$ cat src/common/awt_pkg.sv
package awt_pkg;

    // ----------------------------------------------------------------
    // Register map
    // ----------------------------------------------------------------
    localparam int ADDR_W = 5;
    localparam logic [4:0] OFS_WRAP = 5'h00;
    localparam logic [4:0] OFS_TRIG = 5'h04;
    localparam logic [4:0] OFS_MODE = 5'h08;
    localparam logic [4:0] OFS_START = 5'h0C;
    localparam logic [4:0] OFS_STAT = 5'h10;
    localparam logic [4:0] OFS_RES_HI = 5'h14;
    localparam logic [4:0] OFS_RES_LO = 5'h18;

    // ----------------------------------------------------------------
    // Field positions and reset values
    // ----------------------------------------------------------------
    localparam int WRAP_LSB = 0;
    localparam int TRIG_CLASS_BIT = 7;
    localparam int TRIG_CH_LSB = 0;
    localparam int MODE_EIGHT_BIT = 0;
    localparam int MODE_EXT_EN = 2;
    localparam int MODE_MULTI = 4;
    localparam int MODE_FIRST_LSB = 5;
    localparam int STAT_BUSY = 0;
    localparam int STAT_CH_LSB = 4;
    localparam logic [7:0] RST_WRAP = 8'h07;
    localparam logic [7:0] RST_TRIG = 8'h00;
    localparam logic [7:0] RST_MODE = 8'h00;
    localparam logic [1:0] RESP_OKAY = 2'h0;
    localparam logic [1:0] RESP_SLVERR = 2'h2;

    // ----------------------------------------------------------------
    // Timing
    // ----------------------------------------------------------------
    localparam int CLK_PERIOD_NS = 50;
    localparam int CONV_TIME_NS = 2000;
    localparam int CONV_CYCLES =
        (CONV_TIME_NS + CLK_PERIOD_NS - 1) / CLK_PERIOD_NS;
    localparam int SEQ_LEN = 8;

    // ----------------------------------------------------------------
    // Types
    // ----------------------------------------------------------------
    typedef enum logic {ST_IDLE = 1'b0, ST_CONV = 1'b1} awt_state_type;
    typedef enum logic [2:0] {
        REG_NONE, REG_WRAP, REG_TRIG, REG_MODE,
        REG_START, REG_STAT, REG_RES_HI, REG_RES_LO
    } awt_reg_type;
    typedef struct packed {
        logic multi;
        logic [2:0] first;
        logic [2:0] wrap;
    } awt_seq_cfg_type;
    typedef struct packed {
        logic ext_en;
        logic cls;
        logic [2:0] ch;
    } awt_trig_cfg_type;

    function automatic awt_reg_type awt_decode(input logic [4:0] a);
        unique case (a)
            OFS_WRAP: return REG_WRAP;
            OFS_TRIG: return REG_TRIG;
            OFS_MODE: return REG_MODE;
            OFS_START: return REG_START;
            OFS_STAT: return REG_STAT;
            OFS_RES_HI: return REG_RES_HI;
            OFS_RES_LO: return REG_RES_LO;
            default: return REG_NONE;
        endcase
    endfunction

    // Reserved wrap code 000 simply runs on past channel 7 back to 0.
    function automatic logic [2:0] awt_next_chan(input logic [2:0] ch,
                                                 input logic [2:0] wrap);
        if (wrap != 3'h0 && ch == wrap) begin
            return 3'h0;
        end
        return ch + 3'h1;
    endfunction

endpackage

$ cat src/rtl/awt_trig_sel.sv
module awt_trig_sel import awt_pkg::*; #(
    parameter bit HAS_DED = 1'b1
) (
    input wire logic aclk,
    input wire logic aresetn,
    input wire awt_trig_cfg_type cfg,
    input wire logic [7:0] analog_dig_in,
    input wire logic [3:0] dedicated_trigger_inputs,
    output logic trig_level,
    output logic trig_event
);

    logic last_ff;
    logic nxt_last;

    // ----------------------------------------------------------------
    // Source multiplexer
    // ----------------------------------------------------------------
    always_comb begin
        if (cfg.cls && HAS_DED) begin
            // Codes 1XX select nothing, so a reserved code stays quiet.
            trig_level = !cfg.ch[2] &&
                dedicated_trigger_inputs[cfg.ch[1:0]]; // RL6
        end else begin
            trig_level = analog_dig_in[cfg.ch]; // RL5 RL7
        end
    end

    // ----------------------------------------------------------------
    // Rising edge, gated by the enable
    // ----------------------------------------------------------------
    always_comb begin
        nxt_last = trig_level;
        trig_event = cfg.ext_en && trig_level && !last_ff; // RL9
    end

    always_ff @(posedge aclk) begin
        if (!aresetn) begin
            last_ff <= 1'b0;
        end else begin
            last_ff <= nxt_last;
        end
    end

endmodule

$ cat src/rtl/awt_seq.sv
module awt_seq import awt_pkg::*; #(
    parameter int CONV_N = CONV_CYCLES,
    parameter int LEN = SEQ_LEN
) (
    input wire logic aclk,
    input wire logic aresetn,
    input wire awt_seq_cfg_type cfg,
    input wire logic start,
    input wire logic abort,
    output logic busy,
    output logic [2:0] chan,
    output logic conv_done,
    output logic seq_done
);

    localparam int CW = $clog2(CONV_N + 1);
    localparam int LW = $clog2(LEN + 1);

    awt_state_type state_ff, nxt_state;
    logic [CW-1:0] cnt_ff, nxt_cnt;
    logic [LW-1:0] num_ff, nxt_num;
    logic [2:0] chan_ff, nxt_chan;

    // ----------------------------------------------------------------
    // Sequence control
    // ----------------------------------------------------------------
    always_comb begin
        nxt_state = state_ff;
        nxt_cnt = cnt_ff;
        nxt_num = num_ff;
        nxt_chan = chan_ff;
        conv_done = 1'b0;
        seq_done = 1'b0;
        unique case (state_ff)
            ST_IDLE: begin
                if (start && !abort) begin
                    nxt_state = ST_CONV;
                    nxt_cnt = '0;
                    nxt_num = '0;
                    nxt_chan = cfg.first;
                end
            end
            ST_CONV: begin
                if (abort) begin
                    nxt_state = ST_IDLE; // RL1
                end else if (cnt_ff == CW'(CONV_N - 1)) begin
                    conv_done = 1'b1;
                    nxt_cnt = '0;
                    nxt_num = num_ff + LW'(1);
                    if (cfg.multi) begin
                        nxt_chan = awt_next_chan(chan_ff, cfg.wrap); // RL3
                    end
                    if (num_ff == LW'(LEN - 1)) begin
                        seq_done = 1'b1;
                        nxt_state = ST_IDLE;
                    end
                end else begin
                    nxt_cnt = cnt_ff + CW'(1);
                end
            end
        endcase
    end

    always_ff @(posedge aclk) begin
        if (!aresetn) begin
            state_ff <= ST_IDLE;
            cnt_ff <= '0;
            num_ff <= '0;
            chan_ff <= 3'h0;
        end else begin
            state_ff <= nxt_state;
            cnt_ff <= nxt_cnt;
            num_ff <= nxt_num;
            chan_ff <= nxt_chan;
        end
    end

    assign busy = (state_ff == ST_CONV);
    assign chan = chan_ff;

endmodule

$ cat src/rtl/awt_top.sv
// Overview of operation
// RL1: Writing wrap or trigger-source control aborts the sequence, never starts one.
// RL2: Wrap control bits 2..0 hold the wrap channel.
// RL3: Multi-channel: after the wrap channel (1..7) the next channel is 0.
// RL4: Trigger-source bit 7 picks analog channel (0) or dedicated input (1).
// RL5: With class 0, trigger field n selects analog channel n.
// RL6: With class 1, codes 0..3 pick dedicated inputs 0..3; 1XX reserved.
// RL7: Without dedicated inputs, class bit is stored only; analog source stays.
// RL8: Channel 7 result is right justified for 10-bit and 8-bit modes.
// RL9: The selected source triggers only while the enable bit is set.
// RL10: Reserved wrap and trigger codes are stored as written.
module awt_top import awt_pkg::*; #(
    parameter bit HAS_DED = 1'b1,
    parameter int CONV_N = CONV_CYCLES,
    parameter int LEN = SEQ_LEN
) (
    input wire logic aclk,
    input wire logic aresetn,
    input wire logic [4:0] s_axi_awaddr,
    input wire logic s_axi_awvalid,
    output logic s_axi_awready,
    input wire logic [31:0] s_axi_wdata,
    input wire logic [3:0] s_axi_wstrb,
    input wire logic s_axi_wvalid,
    output logic s_axi_wready,
    output logic [1:0] s_axi_bresp,
    output logic s_axi_bvalid,
    input wire logic s_axi_bready,
    input wire logic [4:0] s_axi_araddr,
    input wire logic s_axi_arvalid,
    output logic s_axi_arready,
    output logic [31:0] s_axi_rdata,
    output logic [1:0] s_axi_rresp,
    output logic s_axi_rvalid,
    input wire logic s_axi_rready,
    input wire logic [7:0] analog_dig_in,
    input wire logic [3:0] dedicated_trigger_inputs,
    input wire logic [9:0] conv_result,
    output logic [2:0] conv_chan,
    output logic conv_active,
    output logic seq_complete
);

    // ----------------------------------------------------------------
    // Declarations
    // ----------------------------------------------------------------
    logic aw_have_ff, nxt_aw_have;
    logic w_have_ff, nxt_w_have;
    logic [4:0] awaddr_ff, nxt_awaddr;
    logic [31:0] wdata_ff, nxt_wdata;
    logic wlane_ff, nxt_wlane;
    logic bvalid_ff, nxt_bvalid;
    logic [1:0] bresp_ff, nxt_bresp;
    logic rvalid_ff, nxt_rvalid;
    logic [31:0] rdata_ff, nxt_rdata;
    logic [1:0] rresp_ff, nxt_rresp;
    logic [2:0] wrap_ff, nxt_wrap;
    logic trig_cls_ff, nxt_trig_cls;
    logic [2:0] trig_ch_ff, nxt_trig_ch;
    logic [7:0] mode_ff, nxt_mode;
    logic [9:0] res7_ff, nxt_res7;
    logic done_ff, nxt_done;
    logic wr_fire;
    awt_reg_type wr_sel;
    awt_reg_type rd_sel;
    logic ctl_write;
    logic sw_start;
    logic eight_bit;
    logic [7:0] res_hi_view;
    logic [7:0] res_lo_view;
    awt_seq_cfg_type seq_cfg;
    awt_trig_cfg_type trig_cfg;
    logic trig_level;
    logic trig_event;
    logic busy;
    logic [2:0] chan;
    logic conv_done;
    logic seq_done;

    // ----------------------------------------------------------------
    // Write channel
    // ----------------------------------------------------------------
    // Address and data are parked separately so either may come first;
    // the register update happens one cycle after both are held.
    assign s_axi_awready = !aw_have_ff && !bvalid_ff;
    assign s_axi_wready = !w_have_ff && !bvalid_ff;
    assign wr_fire = aw_have_ff && w_have_ff && !bvalid_ff;
    assign wr_sel = awt_decode(awaddr_ff);
    assign ctl_write = wr_fire && (wr_sel == REG_WRAP || wr_sel == REG_TRIG);
    assign sw_start = wr_fire && wr_sel == REG_START && wlane_ff;

    always_comb begin
        nxt_aw_have = aw_have_ff;
        nxt_w_have = w_have_ff;
        nxt_awaddr = awaddr_ff;
        nxt_wdata = wdata_ff;
        nxt_wlane = wlane_ff;
        nxt_bvalid = bvalid_ff;
        nxt_bresp = bresp_ff;
        if (s_axi_awvalid && s_axi_awready) begin
            nxt_aw_have = 1'b1;
            nxt_awaddr = s_axi_awaddr;
        end
        if (s_axi_wvalid && s_axi_wready) begin
            nxt_w_have = 1'b1;
            nxt_wdata = s_axi_wdata;
            nxt_wlane = s_axi_wstrb[0];
        end
        if (wr_fire) begin
            nxt_aw_have = 1'b0;
            nxt_w_have = 1'b0;
            nxt_bvalid = 1'b1;
            nxt_bresp = (wr_sel == REG_NONE) ? RESP_SLVERR : RESP_OKAY;
        end
        if (bvalid_ff && s_axi_bready) begin
            nxt_bvalid = 1'b0;
        end
    end

    always_ff @(posedge aclk) begin
        if (!aresetn) begin
            aw_have_ff <= 1'b0;
            w_have_ff <= 1'b0;
            awaddr_ff <= 5'h00;
            wdata_ff <= 32'h0000_0000;
            wlane_ff <= 1'b0;
            bvalid_ff <= 1'b0;
            bresp_ff <= RESP_OKAY;
        end else begin
            aw_have_ff <= nxt_aw_have;
            w_have_ff <= nxt_w_have;
            awaddr_ff <= nxt_awaddr;
            wdata_ff <= nxt_wdata;
            wlane_ff <= nxt_wlane;
            bvalid_ff <= nxt_bvalid;
            bresp_ff <= nxt_bresp;
        end
    end

    assign s_axi_bvalid = bvalid_ff;
    assign s_axi_bresp = bresp_ff;

    // ----------------------------------------------------------------
    // Control registers and channel 7 result
    // ----------------------------------------------------------------
    always_comb begin
        nxt_wrap = wrap_ff;
        nxt_trig_cls = trig_cls_ff;
        nxt_trig_ch = trig_ch_ff;
        nxt_mode = mode_ff;
        nxt_res7 = res7_ff;
        nxt_done = seq_done;
        if (wr_fire && wlane_ff) begin
            unique case (wr_sel)
                REG_WRAP: nxt_wrap = wdata_ff[WRAP_LSB +: 3]; // RL2 RL10
                REG_TRIG: begin
                    nxt_trig_cls = wdata_ff[TRIG_CLASS_BIT]; // RL4 RL7
                    nxt_trig_ch = wdata_ff[TRIG_CH_LSB +: 3]; // RL5 RL10
                end
                REG_MODE: nxt_mode = wdata_ff[7:0];
                default: nxt_mode = mode_ff;
            endcase
        end
        if (conv_done && chan == 3'h7) begin
            nxt_res7 = conv_result;
        end
    end

    always_ff @(posedge aclk) begin
        if (!aresetn) begin
            wrap_ff <= RST_WRAP[2:0];
            trig_cls_ff <= RST_TRIG[TRIG_CLASS_BIT];
            trig_ch_ff <= RST_TRIG[2:0];
            mode_ff <= RST_MODE;
            res7_ff <= 10'h000;
            done_ff <= 1'b0;
        end else begin
            wrap_ff <= nxt_wrap;
            trig_cls_ff <= nxt_trig_cls;
            trig_ch_ff <= nxt_trig_ch;
            mode_ff <= nxt_mode;
            res7_ff <= nxt_res7;
            done_ff <= nxt_done;
        end
    end

    // The 8-bit view keeps the top eight converter bits, so switching
    // resolution reinterprets the stored sample rather than losing it.
    assign eight_bit = mode_ff[MODE_EIGHT_BIT];
    assign res_hi_view = eight_bit ? 8'h00 : {6'h00, res7_ff[9:8]}; // RL8
    assign res_lo_view = eight_bit ? res7_ff[9:2] : res7_ff[7:0]; // RL8

    // ----------------------------------------------------------------
    // Read channel
    // ----------------------------------------------------------------
    assign s_axi_arready = !rvalid_ff;
    assign rd_sel = awt_decode(s_axi_araddr);

    always_comb begin
        nxt_rvalid = rvalid_ff;
        nxt_rdata = rdata_ff;
        nxt_rresp = rresp_ff;
        if (s_axi_arvalid && s_axi_arready) begin
            nxt_rvalid = 1'b1;
            nxt_rresp = RESP_OKAY;
            nxt_rdata = 32'h0000_0000;
            unique case (rd_sel)
                REG_WRAP: nxt_rdata[2:0] = wrap_ff;
                REG_TRIG: begin
                    nxt_rdata[TRIG_CLASS_BIT] = trig_cls_ff;
                    nxt_rdata[2:0] = trig_ch_ff;
                end
                REG_MODE: nxt_rdata[7:0] = mode_ff;
                REG_STAT: begin
                    nxt_rdata[STAT_BUSY] = busy;
                    nxt_rdata[STAT_CH_LSB +: 3] = chan;
                end
                REG_RES_HI: nxt_rdata[7:0] = res_hi_view;
                REG_RES_LO: nxt_rdata[7:0] = res_lo_view;
                REG_START: nxt_rdata = 32'h0000_0000;
                REG_NONE: nxt_rresp = RESP_SLVERR;
            endcase
        end else if (rvalid_ff && s_axi_rready) begin
            nxt_rvalid = 1'b0;
        end
    end

    always_ff @(posedge aclk) begin
        if (!aresetn) begin
            rvalid_ff <= 1'b0;
            rdata_ff <= 32'h0000_0000;
            rresp_ff <= RESP_OKAY;
        end else begin
            rvalid_ff <= nxt_rvalid;
            rdata_ff <= nxt_rdata;
            rresp_ff <= nxt_rresp;
        end
    end

    assign s_axi_rvalid = rvalid_ff;
    assign s_axi_rdata = rdata_ff;
    assign s_axi_rresp = rresp_ff;

    // ----------------------------------------------------------------
    // Trigger selection and sequencer
    // ----------------------------------------------------------------
    assign trig_cfg = '{ext_en: mode_ff[MODE_EXT_EN], cls: trig_cls_ff,
                        ch: trig_ch_ff};
    assign seq_cfg = '{multi: mode_ff[MODE_MULTI],
                       first: mode_ff[MODE_FIRST_LSB +: 3], wrap: wrap_ff};

    awt_trig_sel #(.HAS_DED(HAS_DED)) u_trig (
        .aclk(aclk),
        .aresetn(aresetn),
        .cfg(trig_cfg),
        .analog_dig_in(analog_dig_in),
        .dedicated_trigger_inputs(dedicated_trigger_inputs),
        .trig_level(trig_level),
        .trig_event(trig_event)
    );

    // A control write in the same cycle as a start wins: it aborts.
    awt_seq #(.CONV_N(CONV_N), .LEN(LEN)) u_seq (
        .aclk(aclk),
        .aresetn(aresetn),
        .cfg(seq_cfg),
        .start(sw_start || trig_event),
        .abort(ctl_write), // RL1
        .busy(busy),
        .chan(chan),
        .conv_done(conv_done),
        .seq_done(seq_done)
    );

    assign conv_chan = chan;
    assign conv_active = busy;
    assign seq_complete = done_ff;
endmodule

$ cat config.mk
export PLATFORM = sky130hd
export DESIGN_NAME = awt_top
export DESIGN_NICKNAME = d
export VERILOG_FILES = /design/src/common/awt_pkg.sv /design/src/rtl/awt_trig_sel.sv /design/src/rtl/awt_seq.sv /design/src/rtl/awt_top.sv
export SDC_FILE = /design/constraint.sdc
export NUM_CORES = 1
export LEC_CHECK = 0
export ABC_AREA = 1
export BUFFER_PORTS_ARGS = -buffer_cell sky130_fd_sc_hd__buf_2
export CORE_UTILIZATION = 37
export DETAILED_ROUTE_END_ITERATION = 10
export HOLD_SLACK_MARGIN = 0.06
export RECOVER_POWER = 25
export SLEW_MARGIN = 20
export SYNTH_ARGS = -nofsm -noshare
export SYNTH_HDL_FRONTEND = slang
export SYNTH_HIERARCHICAL = 1
export SYNTH_SLANG_ARGS = --single-unit
$ cat constraint.sdc
create_clock -name aclk -period 2.1 [get_ports aclk]
set_clock_uncertainty 0.15 [all_clocks]
set_input_delay 0.21 -clock aclk [delete_from_list [all_inputs] [get_ports aclk]]
set_output_delay 0.21 -clock aclk [all_outputs]
set_load 0.01 [all_outputs]
Word level (Yosys, flattened, before mapping)
Index checks and enable logic that the tools add are counted.
{ "totals": {"regBits": 71, "out_inout_bits": 46, "wordCells": 149} }
{ "op_classes": {"n_addsub": 3, "magnitude_cmp": 2, "n_eq_ne": 30, "n_mux": 47, "bitwise": 3, "n_reduce_logical": 43} }
{ "ops": {"columns": ["op", "count"], "rows": [
  ["$pmux 3 s7", 2],
  ["$eq 5x5->1 const B", 6],
  ["$eq 5x4->1 const B", 4],
  ["$logic_and 1x1->1", 19],
  ["$mux 1", 18],
  ["$mux 3", 6],
  ["$mux 6", 3],
  ["$eq 3x3->1 const B", 5],
  ["$eq 3x2->1 const B", 4],
  ["$mux 4", 3],
  ["$pmux 3 s4", 1],
  ["$pmux 6 s2", 1],
  ["$eq 5x3->1 const B", 2],
  ["$logic_not 5->1", 2],
  ["$pmux 2 s5", 1],
  ["$mux 8", 1],
  ["$pmux 4 s2", 1],
  ["$reduce_and 2->1", 4],
  ["$logic_not 1->1", 7],
  ["$add 6x1->6 const B", 1],
  ["$eq 3x1->1 const B", 2],
  ["$eq 6x6->1 const B", 1],
  ["$logic_not 3->1", 2],
  ["$mux 2", 3],
  ["23 further kinds", 29]
]} }

Depth between registers and ports, before layout
Gate-level depths: netlist of the first run.
{ "depth": {"ltp_word": 12, "depth_mapped": 17, "ltp_nobuf": 16} }

Cells and area by module
The synthesis of the first run kept the hierarchy.
{ "by_module_without_submodules": {"columns": ["module", "instances", "cells_each", "area_each_um2"], "rows": [
  ["awt_top", 1, 358, 2600.0],
  ["awt_seq", 1, 129, 830.8],
  ["awt_trig_sel", 1, 37, 193.9]
]} }

Worst setup path before layout of the first run
Ideal clock, no wire load.
{ "synth_path": {"path_kind": "reg-to-reg", "startpoint": "register trig_ch_ff[0]", "endpoint": "register u_seq.cnt_ff[3]", "setup_ps": 73, "arrival_ps": 1741, "setup_slack_ps": 136, "path_stages_with_launch": 17, "path_buffers": 1, "period_less_slack_ps": 1964, "cell_sequence": "dfxtp_1 buf_6 inv_4 nand2_1 nand3_2 nand2_1 nand2_1 nand2_1 nand2_1 nand2_2 nor2_1 a41o_1 o21ai_4 inv_2 nand2_2 nand2_2 nor3b_2"} }
{ "synth_via": {"elab_chain_len": 10, "elab_cells_between_ends": 12, "cone_classes": "1 x eq/ne; 5 x mux; 6 x reduce/logical"} }
{ "synth_lines": {"columns": ["item", "line_no", "text"], "rows": [
  ["start: declaration", "awt_top.sv:59", "logic [2:0] trig_ch_ff, nxt_trig_ch;"],
  ["start signal: assignment", "awt_top.sv:173", "trig_ch_ff <= RST_TRIG[2:0];"],
  ["start signal: assignment", "awt_top.sv:180", "trig_ch_ff <= nxt_trig_ch;"],
  ["$bmux 1 s2", "awt_trig_sel.sv:23", "dedicated_trigger_inputs[cfg.ch[1:0]];"],
  ["$mux 1 (not written as such)", "awt_trig_sel.sv:23", null],
  ["$logic_and 1x1->1", "awt_trig_sel.sv:22", "trig_level = !cfg.ch[2] &&"],
  ["$mux 1 (*)", "awt_trig_sel.sv:20", "if (cfg.cls && HAS_DED) begin"],
  ["$logic_and 1x1->1 (*) (2 in a row)", "awt_trig_sel.sv:34", "trig_event = cfg.ext_en && trig_level && !last_ff;"],
  ["via trig_event", "awt_top.sv:74", "logic trig_event;"],
  ["$logic_or 1x1->1 (*)", "awt_top.sv:267", ".start(sw_start || trig_event),"],
  ["$logic_and 1x1->1 (*)", "awt_seq.sv:36", "if (start && !abort) begin"],
  ["$ne 2x1->1 (no source line) (*)", null, null],
  ["$reduce_and 2->1 (no source line) (*)", null, null],
  ["end signal: assignment", "awt_seq.sv:72", "cnt_ff <= nxt_cnt;"],
  ["end: declaration", "awt_seq.sv:20", "logic [CW-1:0] cnt_ff, nxt_cnt;"]
]} }
The timed path passes the listed nets; every way through them passes the cells marked *. The select of a mux whose other input is x is not followed.
A chain may end at the register's enable or synchronous reset.

Final worst setup path of the first run
Same ends and word-level chain as after synthesis.

==> summary.md, run 1 <==
| Metric | Value |
|---|---|
| Dpl hpwl | `between 5 and 6 mm` |
| Final Cell Area | `roughly 4600 um^2` |
| Max cap viols | `0` |
| Fin. Hold Viols | `0` |
| I/O pin total | `~120` |
| Hold_ws | `0.0623 ns` |
| Antenna diodes | `0` |
| Internal power | `0.00195 W` |
| # DRC | `0` |
| Final nets | `708` |
| Initial antenna violation count | `0` |
| RSZ-0062 raised after global routing | `true` |
| Crit path launch | `trig_ch_ff[0]$_SDFFE_PN0P_` |
| TNS Setup | `0 ns` |
| DRT Pass-1 Iters | `4` |
| Worst setup EP type | `register` |
| Buf/Inv on CP | `3` |
| PortBufs | `67` |
| Die Area | `10200 um^2` |
| Kind of critical path | `reg2reg` |
| P_sw | `about 0.00075 W` |
| Remaining Overflow, GRT | `0` |
| Slowest Stage Delay on Critical Path | `0.34 ns` |
| Area Overhead vs Synth | `26.5%` |
| Syn avg cell area | `around 6.9 um^2` |
| CP cell instances | `buf_4 -> inv_4 -> nand2_1 -> nand3_1 -> nand2_1 -> nand2_1 -> nand2_1 -> nand2_1 -> nand2_2 -> nor2_4 -> a41o_1 -> o21ai_4 -> inv_2 -> nand2_4 -> nand2_4 -> nor3b_2` |
| Num rows | `35` |
| CTS tree | `yes` |
| Type of element launching the critical path | `register` |
| Vias per cell | `4.49` |
| Largest net degree at the start of global routing | `37` |
| Core area | `9370 um^2` |
| Clock-pin slew on the worst setup and hold paths | `roughly 0.080 ns` |
| Sequential share of power | `slightly above 50%` |
| Clk_lat worst skew | `0.34 ns` |
| Warnings, synthesis | `6` |
| Post-route ant nets | `0` |
| Cts bufs inserted | `9` |
| Slowest-stage cell, CP | `dfxtp_2` |
| Min Tclk post-route | `2.05 ns` |
| Setup WS post-layout | `roughly 0.053 ns` |
| Clock root buffer | `clkbuf_8` |
| Final setup viols | `0` |
| CP arrival | `2.16 ns` |
| Iter 0 DRT Violations | `around 120` |
| Clock buffer depth | `2` |
| Tot GR Track Use | `17.3%` |
| Die W | `101 um` |
| P per Cell Area | `589 nW/um^2` |
| Fmax | `0.488 GHz` |
| Status | `finished clean` |
| Die Height | `101 um` |
| Area of placed instances | `between 4000 and 5000 um^2` |
| Largest delay contributor family on the critical path | `simple AND/OR/NAND/NOR gates` |
| Slew Viols, Final | `0` |
| Hold Path Class | `in2reg` |
| Routed Wire Length | `between 8 and 9 mm` |
| Initial Util | `38.6%` |
| Clock sinks | `69` |
| Crit share post-route | `97.5%` |
| Number of global-route vias before repair | `3215` |
| Setup slack at placement | `-0.0316 ns` |
| Most frequent CP cell | `nand2_1` |
| Switching Fraction | `27.8%` |
| H-tree levels | `3` |
| Via Count | `3427` |
| Hold_sp | `s_axi_araddr[0]` |
| Crit path max fanout | `6` |
| DR WL/cell | `10.9 um` |
| Final Total Pwr | `0.00270 W` |
| Filler Cell Count | `968` |
| Final Wtd Congestion | `slightly above 0.8` |
| Combinational share of power | `12.4%` |
| Worst Path Required | `2.22 ns` |
| First-pass GRT wire length | `about 14 mm` |
| Cell area after synthesis | `3620 um^2` |
| Layout cell share with drive strength beyond 1 | `20.3%` |
| Worst r2r src | `trig_ch_ff[0]$_SDFFE_PN0P_` |
| Pleak | `2.05 nW` |
| Peak VDD IR | `between 500 and 600 uV` |
| Gate Count Post-Synth | `523` |
| Clk pwr share | `around 36%` |
-- cell usage in the layout, fill, tap and decap left out, drive strengths merged, types with 8 or more instances in the layout --
cell / count
conb: 26
clkbuf: 23
inv: 62
dlygate4sd3: 28
a21oi: 30
o21ai: 55
nand4: 8
dfxtp: 69
nor2: 92
nand3: 23
buf: 68
nand2: 118
-- stage by stage --
| stage | cells | utilization, % |
|---|---|---|
| 4_1_cts | 761 | 48.3 |
| 2_1_floorplan | 548 | - |
| 3_5_place_dp | 715 | 43.1 |
| 5_1_grt | 764 | 48.9 |
| 6_report | 764 | 48.9 |
| 3_3_place_gp | 715 | 43.1 |
-- sequential cells by signal, summed over array words and instances (netlist names), 3 cells and up --
name          count
trig_ch_ff        3
wrap_ff           3
mode_ff           8
wdata_ff          8
res7_ff          10
s_axi_rdata       8
u_seq/chan        3
u_seq/num_ff      4
u_seq/cnt_ff      6
awaddr_ff         5
-- path summary, 6_finish.rpt --
path / to / slack, ns / cells after the start
setup / recovery: u_seq/cnt_ff[3]$_SDFFE_PN0P_ / 0.05 / 16
hold / removal: s_axi_rresp[1]$_SDFFE_PN0P_ / 0.06 / 3
setup reg to reg: u_seq/cnt_ff[3]$_SDFFE_PN0P_ / 0.05 / 16
hold reg to reg: res7_ff[1]$_SDFFE_PN0P_ / 0.31 / 2
-- metal layers --
layer  vias up  GRT usage (%)  part of all wire [%]
li1       1837              -                     -
met1      1497           21.8                    49
met2        85           29.7                    45
met3         8           3.88                   4.5
met4         0           4.68                   1.0
met5         -              0                     0
-- worst register-to-register path, cell delays in order, from the launching register on --
cell	delay [ns]
dfxtp_2	0.34
buf_4	0.13
inv_4	0.04
nand2_1	0.04
nand3_1	0.05
nand2_1	0.07
nand2_1	0.04
nand2_1	0.05
nand2_1	0.05
nand2_2	0.08
nor2_4	0.04
a41o_1	0.24
o21ai_4	0.16
inv_2	0.11
nand2_4	0.11
nand2_4	0.08
nor3b_2	0.17
-- power by group through the flow --
stage	registers [W]	clock network (W)	logic, W
2_1_floorplan	0.00141	0	0.000219
3_3_place_gp	0.00142	0	0.000282
3_5_place_dp	0.00142	0	0.000287
4_1_cts	0.00139	0.00100	0.000330
5_1_grt	0.00140	0.00105	0.000383
6_report	0.00139	0.000974	0.000336
-- what timing repair did --
item | 4_1_cts | 5_1_grt
endpoints found under the setup margin | 3 | 23
buffers inserted | 1 | 4
pin swaps | 0 | 1
hold endpoints to repair | 27 | 0
resized for setup | 3 | 14
hold buffers | 29 | 0
-- layout make-up --
| type | instances | area, um^2 | share of cell area [%] |
|---|---|---|---|
| Clock buffer | 10 | 138 | 3.00 |
| Sequential cell | 69 | 1380 | 30.2 |
| Timing Repair Buffer | 109 | 739 | 16.1 |
| Clock inverter | 6 | 38.8 | 0.847 |
| Inverter | 63 | 243 | 5.30 |
| Multi-Input combinational cell | 378 | 1880 | 41.0 |
| Tap cell | 129 | 161 | 3.52 |
Power figures use the tool's default switching activity.
==> run 2, diff against run 1 <==
- CORE_UTILIZATION: 37 -> 45
- PLACE_DENSITY: unset -> 0.85
==> run 2 against run 1 <==
  * The flow now finishes with violations (setup timing)
  * Combinational power decreased by 3%
  * Fmax decreased by 2.6%
  * Count of clock-buffer cells in the layout increased by 4
  * Critical path depth decreased by 3
  * Critical path type unchanged
  * Cell count decreased by 3.7%
  * Global-route usage increased by 4.1 points
  * Die area decreased by 17%
  * Sequential cell count unchanged
  * Sequential share of layout area increased by 0.41 points
==> summary.md, run 2 (synthesis results as in run 1) <==
| Metric | Value |
|---|---|
| Max cap viols | `0 (unchanged)` |
| I/O pin total | `121 (unchanged)` |
| Clk_lat worst skew | `0.35 ns (was 0.34 ns)` |
| Multi-input logic area | `1880 um^2 (about the same)` |
| Max reg flops | `10 (unchanged)` |
| CP arrival | `2.20 ns (was 2.16 ns)` |
| Worst r2r src | `trig_ch_ff[0]$_SDFFE_PN0P_ (unchanged)` |
| Area Overhead vs Synth | `25.1% (was 26.5%)` |
| # DRC | `0 (unchanged)` |
| Dpl hpwl | `6.21 mm (was 5.95 mm)` |
| Final nets | `708 (unchanged)` |
| Most flops, register | `res7_ff (unchanged)` |
| Iter 0 DRT Violations | `227 (was 118)` |
| Clock sinks | `69 (unchanged)` |
| Setup WS post-layout | `-0.00307 ns (was 0.0526 ns)` |
| Vias per cell | `4.94 (was 4.49)` |
| Crit share post-route | `100% (was 97.5%)` |
| Pleak | `2.05 nW (about the same)` |
| Crit path launch | `trig_ch_ff[0]$_SDFFE_PN0P_ (unchanged)` |
| Worst Hold Path Cells | `3 (unchanged)` |
| Crit path max fanout | `5 (was 6)` |
| P per Cell Area | `597 nW/um^2 (was 589 nW/um^2)` |
| RSZ-0062 raised after global routing | `true (unchanged)` |
| GR Layer Usage met3 | `4.56% (was 3.88%)` |
| Die W | `91.7 um (was 101 um)` |
| CTS tree | `yes (unchanged)` |
| Status | `complete, but fails checks (was finished clean)` |
| H-tree levels | `3 (unchanged)` |
| Routed Wire Length | `8.64 mm (was 8.35 mm)` |
| Via Count | `3639 (was 3427)` |
| Met1 GRT Util | `23.7% (was 21.8%)` |
| Largest net degree at the start of global routing | `33 (was 37)` |
| DR WL/cell | `11.7 um (was 10.9 um)` |
| Fmax | `0.475 GHz (was 0.488 GHz)` |
| Failing checks | `setup timing` |
| Clock buffer depth | `2 (unchanged)` |
| Slew Viols, Final | `0 (unchanged)` |
| Number of global-route vias before repair | `3462 (was 3215)` |
| Final instance count without filler cells | `736 (was 764)` |
| Hold Path Class | `in2reg (unchanged)` |
| Remaining Overflow, GRT | `0 (unchanged)` |
| First-pass GRT wire length | `14.5 mm (was 14.1 mm)` |
| Clock root buffer | `clkbuf_8 (unchanged)` |
| Met2 Resource Use GR | `38.1% (was 29.7%)` |
| Dpl cells | `689 (was 715)` |
| Layout cell share with drive strength beyond 1 | `19.7% (was 20.3%)` |
| Die Height | `91.7 um (was 101 um)` |
| Worst setup EP type | `register (unchanged)` |
| Sequential cell area | `1390 um^2 (was 1380 um^2)` |
| Kind of critical path | `reg2reg (unchanged)` |
| R2R depth | `13 (was 16)` |
| Final Wtd Congestion | `0.827 (was 0.819)` |
| Tot GR Track Use | `21.5% (was 17.3%)` |
| Clock-pin slew on the worst setup and hold paths | `0.07 ns (was 0.08 ns)` |
| Type of element launching the critical path | `register (unchanged)` |
| Area of placed instances | `3990 um^2 (was 4040 um^2)` |
| Core area | `7770 um^2 (was 9370 um^2)` |
| Peak VDD IR | `286 uV (was 500 uV)` |
| Final Cell Area | `4530 um^2 (was 4580 um^2)` |
| Commonest non-fill, non-tap cell in the layout | `nand2_1 (unchanged)` |
| Die Area | `8410 um^2 (was 10200 um^2)` |
| Final setup viols | `2 (was 0)` |
| Setup slack at placement | `-0.110 ns (was -0.0316 ns)` |
| Filler Cell Count | `697 (was 968)` |
| Busiest layer in global routing | `met2 (unchanged)` |
| Hold_sp | `s_axi_araddr[0] (unchanged)` |
| Cts bufs inserted | `9 (unchanged)` |
| Antenna diodes | `0 (unchanged)` |
| Fin. Hold Viols | `0 (unchanged)` |
| DRT Pass-1 Iters | `7 (was 4)` |
| Initial antenna violation count | `0 (unchanged)` |
| Commonest cells after routing, fill and taps aside | `nand2_1, nor2_1, dfxtp_1 (unchanged)` |
| Worst Path Required | `2.20 ns (was 2.22 ns)` |
| Num rows | `32 (was 35)` |
| Min Tclk post-route | `2.10 ns (was 2.05 ns)` |
| PortBufs | `67 (unchanged)` |
| Post-route ant nets | `0 (unchanged)` |
| Initial Util | `46.6% (was 38.6%)` |
[run 2: worst paths after layout]
kind                                  endpoint  slack, ns
setup / recovery  u_seq/num_ff[0]$_SDFFE_PN0P_     -0.003
hold / removal     s_axi_rresp[1]$_SDFFE_PN0P_       0.05
setup reg to reg  u_seq/num_ff[0]$_SDFFE_PN0P_     -0.003
hold reg to reg    s_axi_rdata[4]$_SDFFE_PN0P_       0.32
[run 2: cell type report]
type / count / share of cell area (%)
Multi-Input combinational cell: 378 / 41.6
Inverter: 63 / 5.33
Timing Repair Buffer: 109 / 15.8
Tap cell: 102 / 2.82
Clock inverter: 1 / 0.111
Clock buffer: 14 / 3.81
Sequential cell: 69 / 30.6
[run 2: repair_timing]
item | 4_1_cts | 5_1_grt
resized for setup | 1 | 20
cloned | 0 | 0
hold buffers | 29 | 0
pin swaps | 0 | 5
endpoints found under the hold margin | 27 | 0
endpoints found under the setup margin | 8 | 15
setup buffers | 0 | 4
[run 2: report_power, final]
part	leakage [nW]	internal (W)	switching [W]
Clock	0.0926	0.000518	0.000470
Combinational	1.39	0.000134	0.000192
Sequential	0.562	0.00135	0.0000369
[run 2: per-stage QoR]
stage / hold WS [ns] / total power [W] / util [%] / setup TNS (ns)
finish: 0.0528 / 0.00270 / 58.3 / -0.00389
global route: 0.0780 / 0.00284 / 58.3 / -0.666
CTS: 0.0671 / 0.00272 / 57.4 / 0
floorplan: 0.171 / 0.00163 / - / 0
detailed placement: 0.305 / 0.00170 / 51.4 / -0.222
global placement: 0.297 / 0.00169 / 51.4 / -0.0163
[run 2: critical path, cell delays in order, from the launching register on]
cell and delay, ns:
dfxtp_4 0.35, buf_4 0.15, nor2_2 0.12, nor2_1 0.05, o21ai_0 0.08, nand4_1 0.12
nand2_2 0.12, nor2_4 0.04, a41o_1 0.24, o21ai_4 0.18, inv_4 0.08, buf_4 0.15
nand3_1 0.11, a21oi_1 0.07
[run 2: layer usage]
layer | part of all wire [%] | vias to the layer above
li1 | - | 1834
met1 | 42 | 1622
met2 | 48 | 164
met3 | 6.9 | 19
met4 | 2.8 | 0
met5 | 0 | -
==> run 3, diff against run 2 <==
- PLACE_DENSITY: 0.85 -> unset
- PLACE_DENSITY_LB_ADDON: unset -> 0.15
- SKIP_LAST_GASP: unset -> 1
==> run 3 against run 2 <==
  * The run now ends clean
  * Critical path depth shrank 2
  * Setup slack gained 0.026 ns
  * Cell count grew 1.4%
  * Critical endpoint is now u_seq/cnt_ff[3]$_SDFFE_PN0P_
  * Highest routed layer unchanged
==> summary.md, run 3 (synthesis results as in run 1) <==
| Metric | Value |
|---|---|
| Slew Viols, Final | `0 (unchanged)` |
| Peak VDD IR | `452 uV (was 286 uV)` |
| Vias per cell | `4.77 (was 4.94)` |
| Fin. Hold Viols | `0 (unchanged)` |
| Max cap viols | `0 (unchanged)` |
| CP cell instances | `buf_6 -> o211ai_1 -> nand4_1 -> nand2_2 -> nor2_4 -> a41o_1 -> o21ai_4 -> inv_4 -> nand2_8 -> nand2_8 -> nor3b_2 (was buf_4 -> nor2_2 -> nor2_1 -> o21ai_0 -> nand4_1 -> nand2_2 -> nor2_4 -> a41o_1 -> o21ai_4 -> inv_4 -> buf_4 -> nand3_1 -> a21oi_1)` |
| Max reg flops | `10 (unchanged)` |
| Worst Path Required | `2.22 ns (was 2.20 ns)` |
| Via Count | `3559 (was 3639)` |
| Num rows | `32 (unchanged)` |
| Clock sinks | `69 (unchanged)` |
| Pleak | `2.13 nW (was 2.05 nW)` |
| Hold_sp | `s_axi_awvalid (was s_axi_araddr[0])` |
| Iter 0 DRT Violations | `139 (was 227)` |
| RSZ-0062 raised after global routing | `true (unchanged)` |
| Die W | `91.7 um (unchanged)` |
| R2R depth | `11 (was 13)` |
| Status | `finished clean (was complete, but fails checks)` |
| I/O pin total | `121 (unchanged)` |
| Hold_ws | `0.134 ns (was 0.0528 ns)` |
| Sequential share of power | `43.5% (was 51.4%)` |
| Area Overhead vs Synth | `30.1% (was 25.1%)` |
| Worst setup EP type | `register (unchanged)` |
| Fmax | `0.481 GHz (was 0.475 GHz)` |
| Initial antenna violation count | `0 (unchanged)` |
| P_sw | `0.000746 W (was 0.000699 W)` |
| Final setup viols | `0 (was 2)` |
| Slowest Stage Delay on Critical Path | `0.38 ns (was 0.35 ns)` |
| TNS Setup | `0 ns (was -0.00389 ns)` |
| # DRC | `0 (unchanged)` |
| Die Area | `8410 um^2 (unchanged)` |
| Filler Cell Count | `741 (was 697)` |
| Min Tclk post-route | `2.08 ns (was 2.10 ns)` |
| Switching Fraction | `23.4% (was 25.9%)` |
| Layout cell share with drive strength beyond 1 | `19.9% (was 19.7%)` |
| Final Wtd Congestion | `0.806 (was 0.827)` |
| Clk pwr share | `45.5% (was 36.6%)` |
| Routed Wire Length | `8.51 mm (was 8.64 mm)` |
| Tot GR Track Use | `20.4% (was 21.5%)` |
| Cts bufs inserted | `9 (unchanged)` |
| Slew headroom | `59.2%` |
| Internal power | `0.00244 W (was 0.00200 W)` |
| Worst r2r src | `trig_ch_ff[0]$_SDFFE_PN0P_ (unchanged)` |
| Post-route ant nets | `0 (unchanged)` |
| Combinational share of power | `11.0% (was 12.1%)` |
| CP arrival | `2.20 ns (about the same)` |
| Crit path max fanout | `6 (was 5)` |
| Least-Margin Pin Slew | `0.612 ns` |
| Commonest cells after routing, fill and taps aside | `nand2_1, nor2_1, dfxtp_1 (unchanged)` |
| Die Height | `91.7 um (unchanged)` |
| R2R Setup Slk | `0.02 ns (was -0.003 ns)` |
| DR WL/cell | `11.4 um (was 11.7 um)` |
| Clock root buffer | `clkbuf_8 (unchanged)` |
| H-tree levels | `3 (unchanged)` |
| Number of global-route vias before repair | `3233 (was 3462)` |
| Kind of critical path | `reg2reg (unchanged)` |
| Clock-pin slew on the worst setup and hold paths | `0.08 ns (was 0.07 ns)` |
| R2r endpoint | `u_seq/cnt_ff[3]$_SDFFE_PN0P_ (was u_seq/num_ff[0]$_SDFFE_PN0P_)` |
| Antenna diodes | `0 (unchanged)` |
| Commonest non-fill, non-tap cell in the layout | `nand2_1 (unchanged)` |
| Hold Path Sink | `awaddr_ff[3]$_SDFFE_PN0P_ (was s_axi_rresp[1]$_SDFFE_PN0P_)` |
| Largest net degree at the start of global routing | `33 (unchanged)` |
| Crit share post-route | `98.9% (was 100%)` |
| Hold Path Class | `in2reg (unchanged)` |
| Slowest-stage cell, CP | `dfxtp_4 (unchanged)` |
| P per Cell Area | `677 nW/um^2 (was 597 nW/um^2)` |
| DRT Pass-1 Iters | `4 (was 7)` |
| PortBufs | `67 (unchanged)` |
| Initial Util | `46.6% (unchanged)` |
| Most frequent CP cell | `nand2_8 (was buf_4)` |
| Type of element launching the critical path | `register (unchanged)` |
| Final nets | `717 (was 708)` |
| Dpl hpwl | `5.98 mm (was 6.21 mm)` |
| Clk_lat worst skew | `0.34 ns (was 0.35 ns)` |
| Core area | `7770 um^2 (unchanged)` |
| Clock buffer depth | `2 (unchanged)` |
| Remaining Overflow, GRT | `0 (unchanged)` |
| First-pass GRT wire length | `14.0 mm (was 14.5 mm)` |
| CTS tree | `yes (unchanged)` |
| Worst Hold Path Cells | `3 (unchanged)` |
| Most flops, register | `res7_ff (unchanged)` |
[run 3: cell count changes in the layout (fill, tap and decap cells not counted), moves of 2 or more]
cell	previous run	this run
bufinv_16	0	4
clkbuf_8	12	10
dlygate4sd3_1	28	33
nand2_1	107	111
nand2_2	8	4
nand2_4	3	1
nand2_8	0	2
[run 3: layer usage]
metal  GRT usage, %  routed length, um  up-vias
li1               -                  -     1852
met1           25.0               4060     1601
met2           35.3               3970       96
met3           5.22                388       10
met4           5.60                 90        0
met5              0                  0        -
[run 3: through the flow]
stage	std cells	setup slack, ns	area (um^2)	utilization [%]	power (W)
CTS	737	0.0354	4600	59.2	0.00320
floorplan	548	0.147	3710	-	0.00163
global placement	688	-0.0368	4000	51.4	0.00170
global route	746	-0.106	4710	60.7	0.00332
finish	746	0.0227	4710	60.7	0.00319
detailed placement	688	-0.100	4000	51.4	0.00170
[run 3: area by class of cell]
class | instances | area (um^2) | area share (%)
well taps | 102 | 128 | 2.71
repair buffers | 118 | 795 | 16.9
flip-flops and latches | 69 | 1390 | 29.4
clock inverters | 6 | 134 | 2.84
inverters | 63 | 245 | 5.20
clock buffers | 10 | 138 | 2.92
multi-input cells | 378 | 1890 | 40.0
[run 3: what timing repair did]
item                                    CTS  global route
cloned                                    0             0
pin swaps                                 0             7
hold buffers                             33             0
endpoints found under the setup margin   12            13
gates resized for setup                   2            15
hold endpoints to repair                 30             0
setup buffers                             0             9
[run 3: worst max path at each step]
stage,cells after the start,to,from,slack (ns)
detailed placement,15,u_seq/cnt_ff[3]$_SDFFE_PN0P_,trig_ch_ff[0]$_SDFFE_PN0P_,-0.1
floorplan,16,u_seq/cnt_ff[3]$_SDFFE_PN0P_,trig_ch_ff[0]$_SDFFE_PN0P_,0.15
CTS,15,u_seq/cnt_ff[3]$_SDFFE_PN0P_,trig_ch_ff[0]$_SDFFE_PN0P_,0.04
global placement,15,u_seq/cnt_ff[3]$_SDFFE_PN0P_,trig_ch_ff[0]$_SDFFE_PN0P_,-0.04
global route,11,u_seq/cnt_ff[3]$_SDFFE_PN0P_,trig_ch_ff[0]$_SDFFE_PN0P_,-0.11
finish,11,u_seq/cnt_ff[3]$_SDFFE_PN0P_,trig_ch_ff[0]$_SDFFE_PN0P_,0.02
[run 3: critical path, delay by kind of cell (launching register included)]
family | cells | cell delay, ns
buffers and inverters | 2 | 0.23
DFF | 1 | 0.38
and+or+nand+nor | 6 | 0.61
AOI/OAI and AO/OA | 3 | 0.62
[run 3: power by group through the flow]
stage                     sequential (W)  clock [W]  combinational (W)
after floorplan                  0.00141          0           0.000219
after global placement           0.00142          0           0.000278
after detailed placement         0.00142          0           0.000284
after CTS                        0.00139    0.00147           0.000334
after global routing             0.00139    0.00154           0.000391
final                            0.00139    0.00145           0.000350
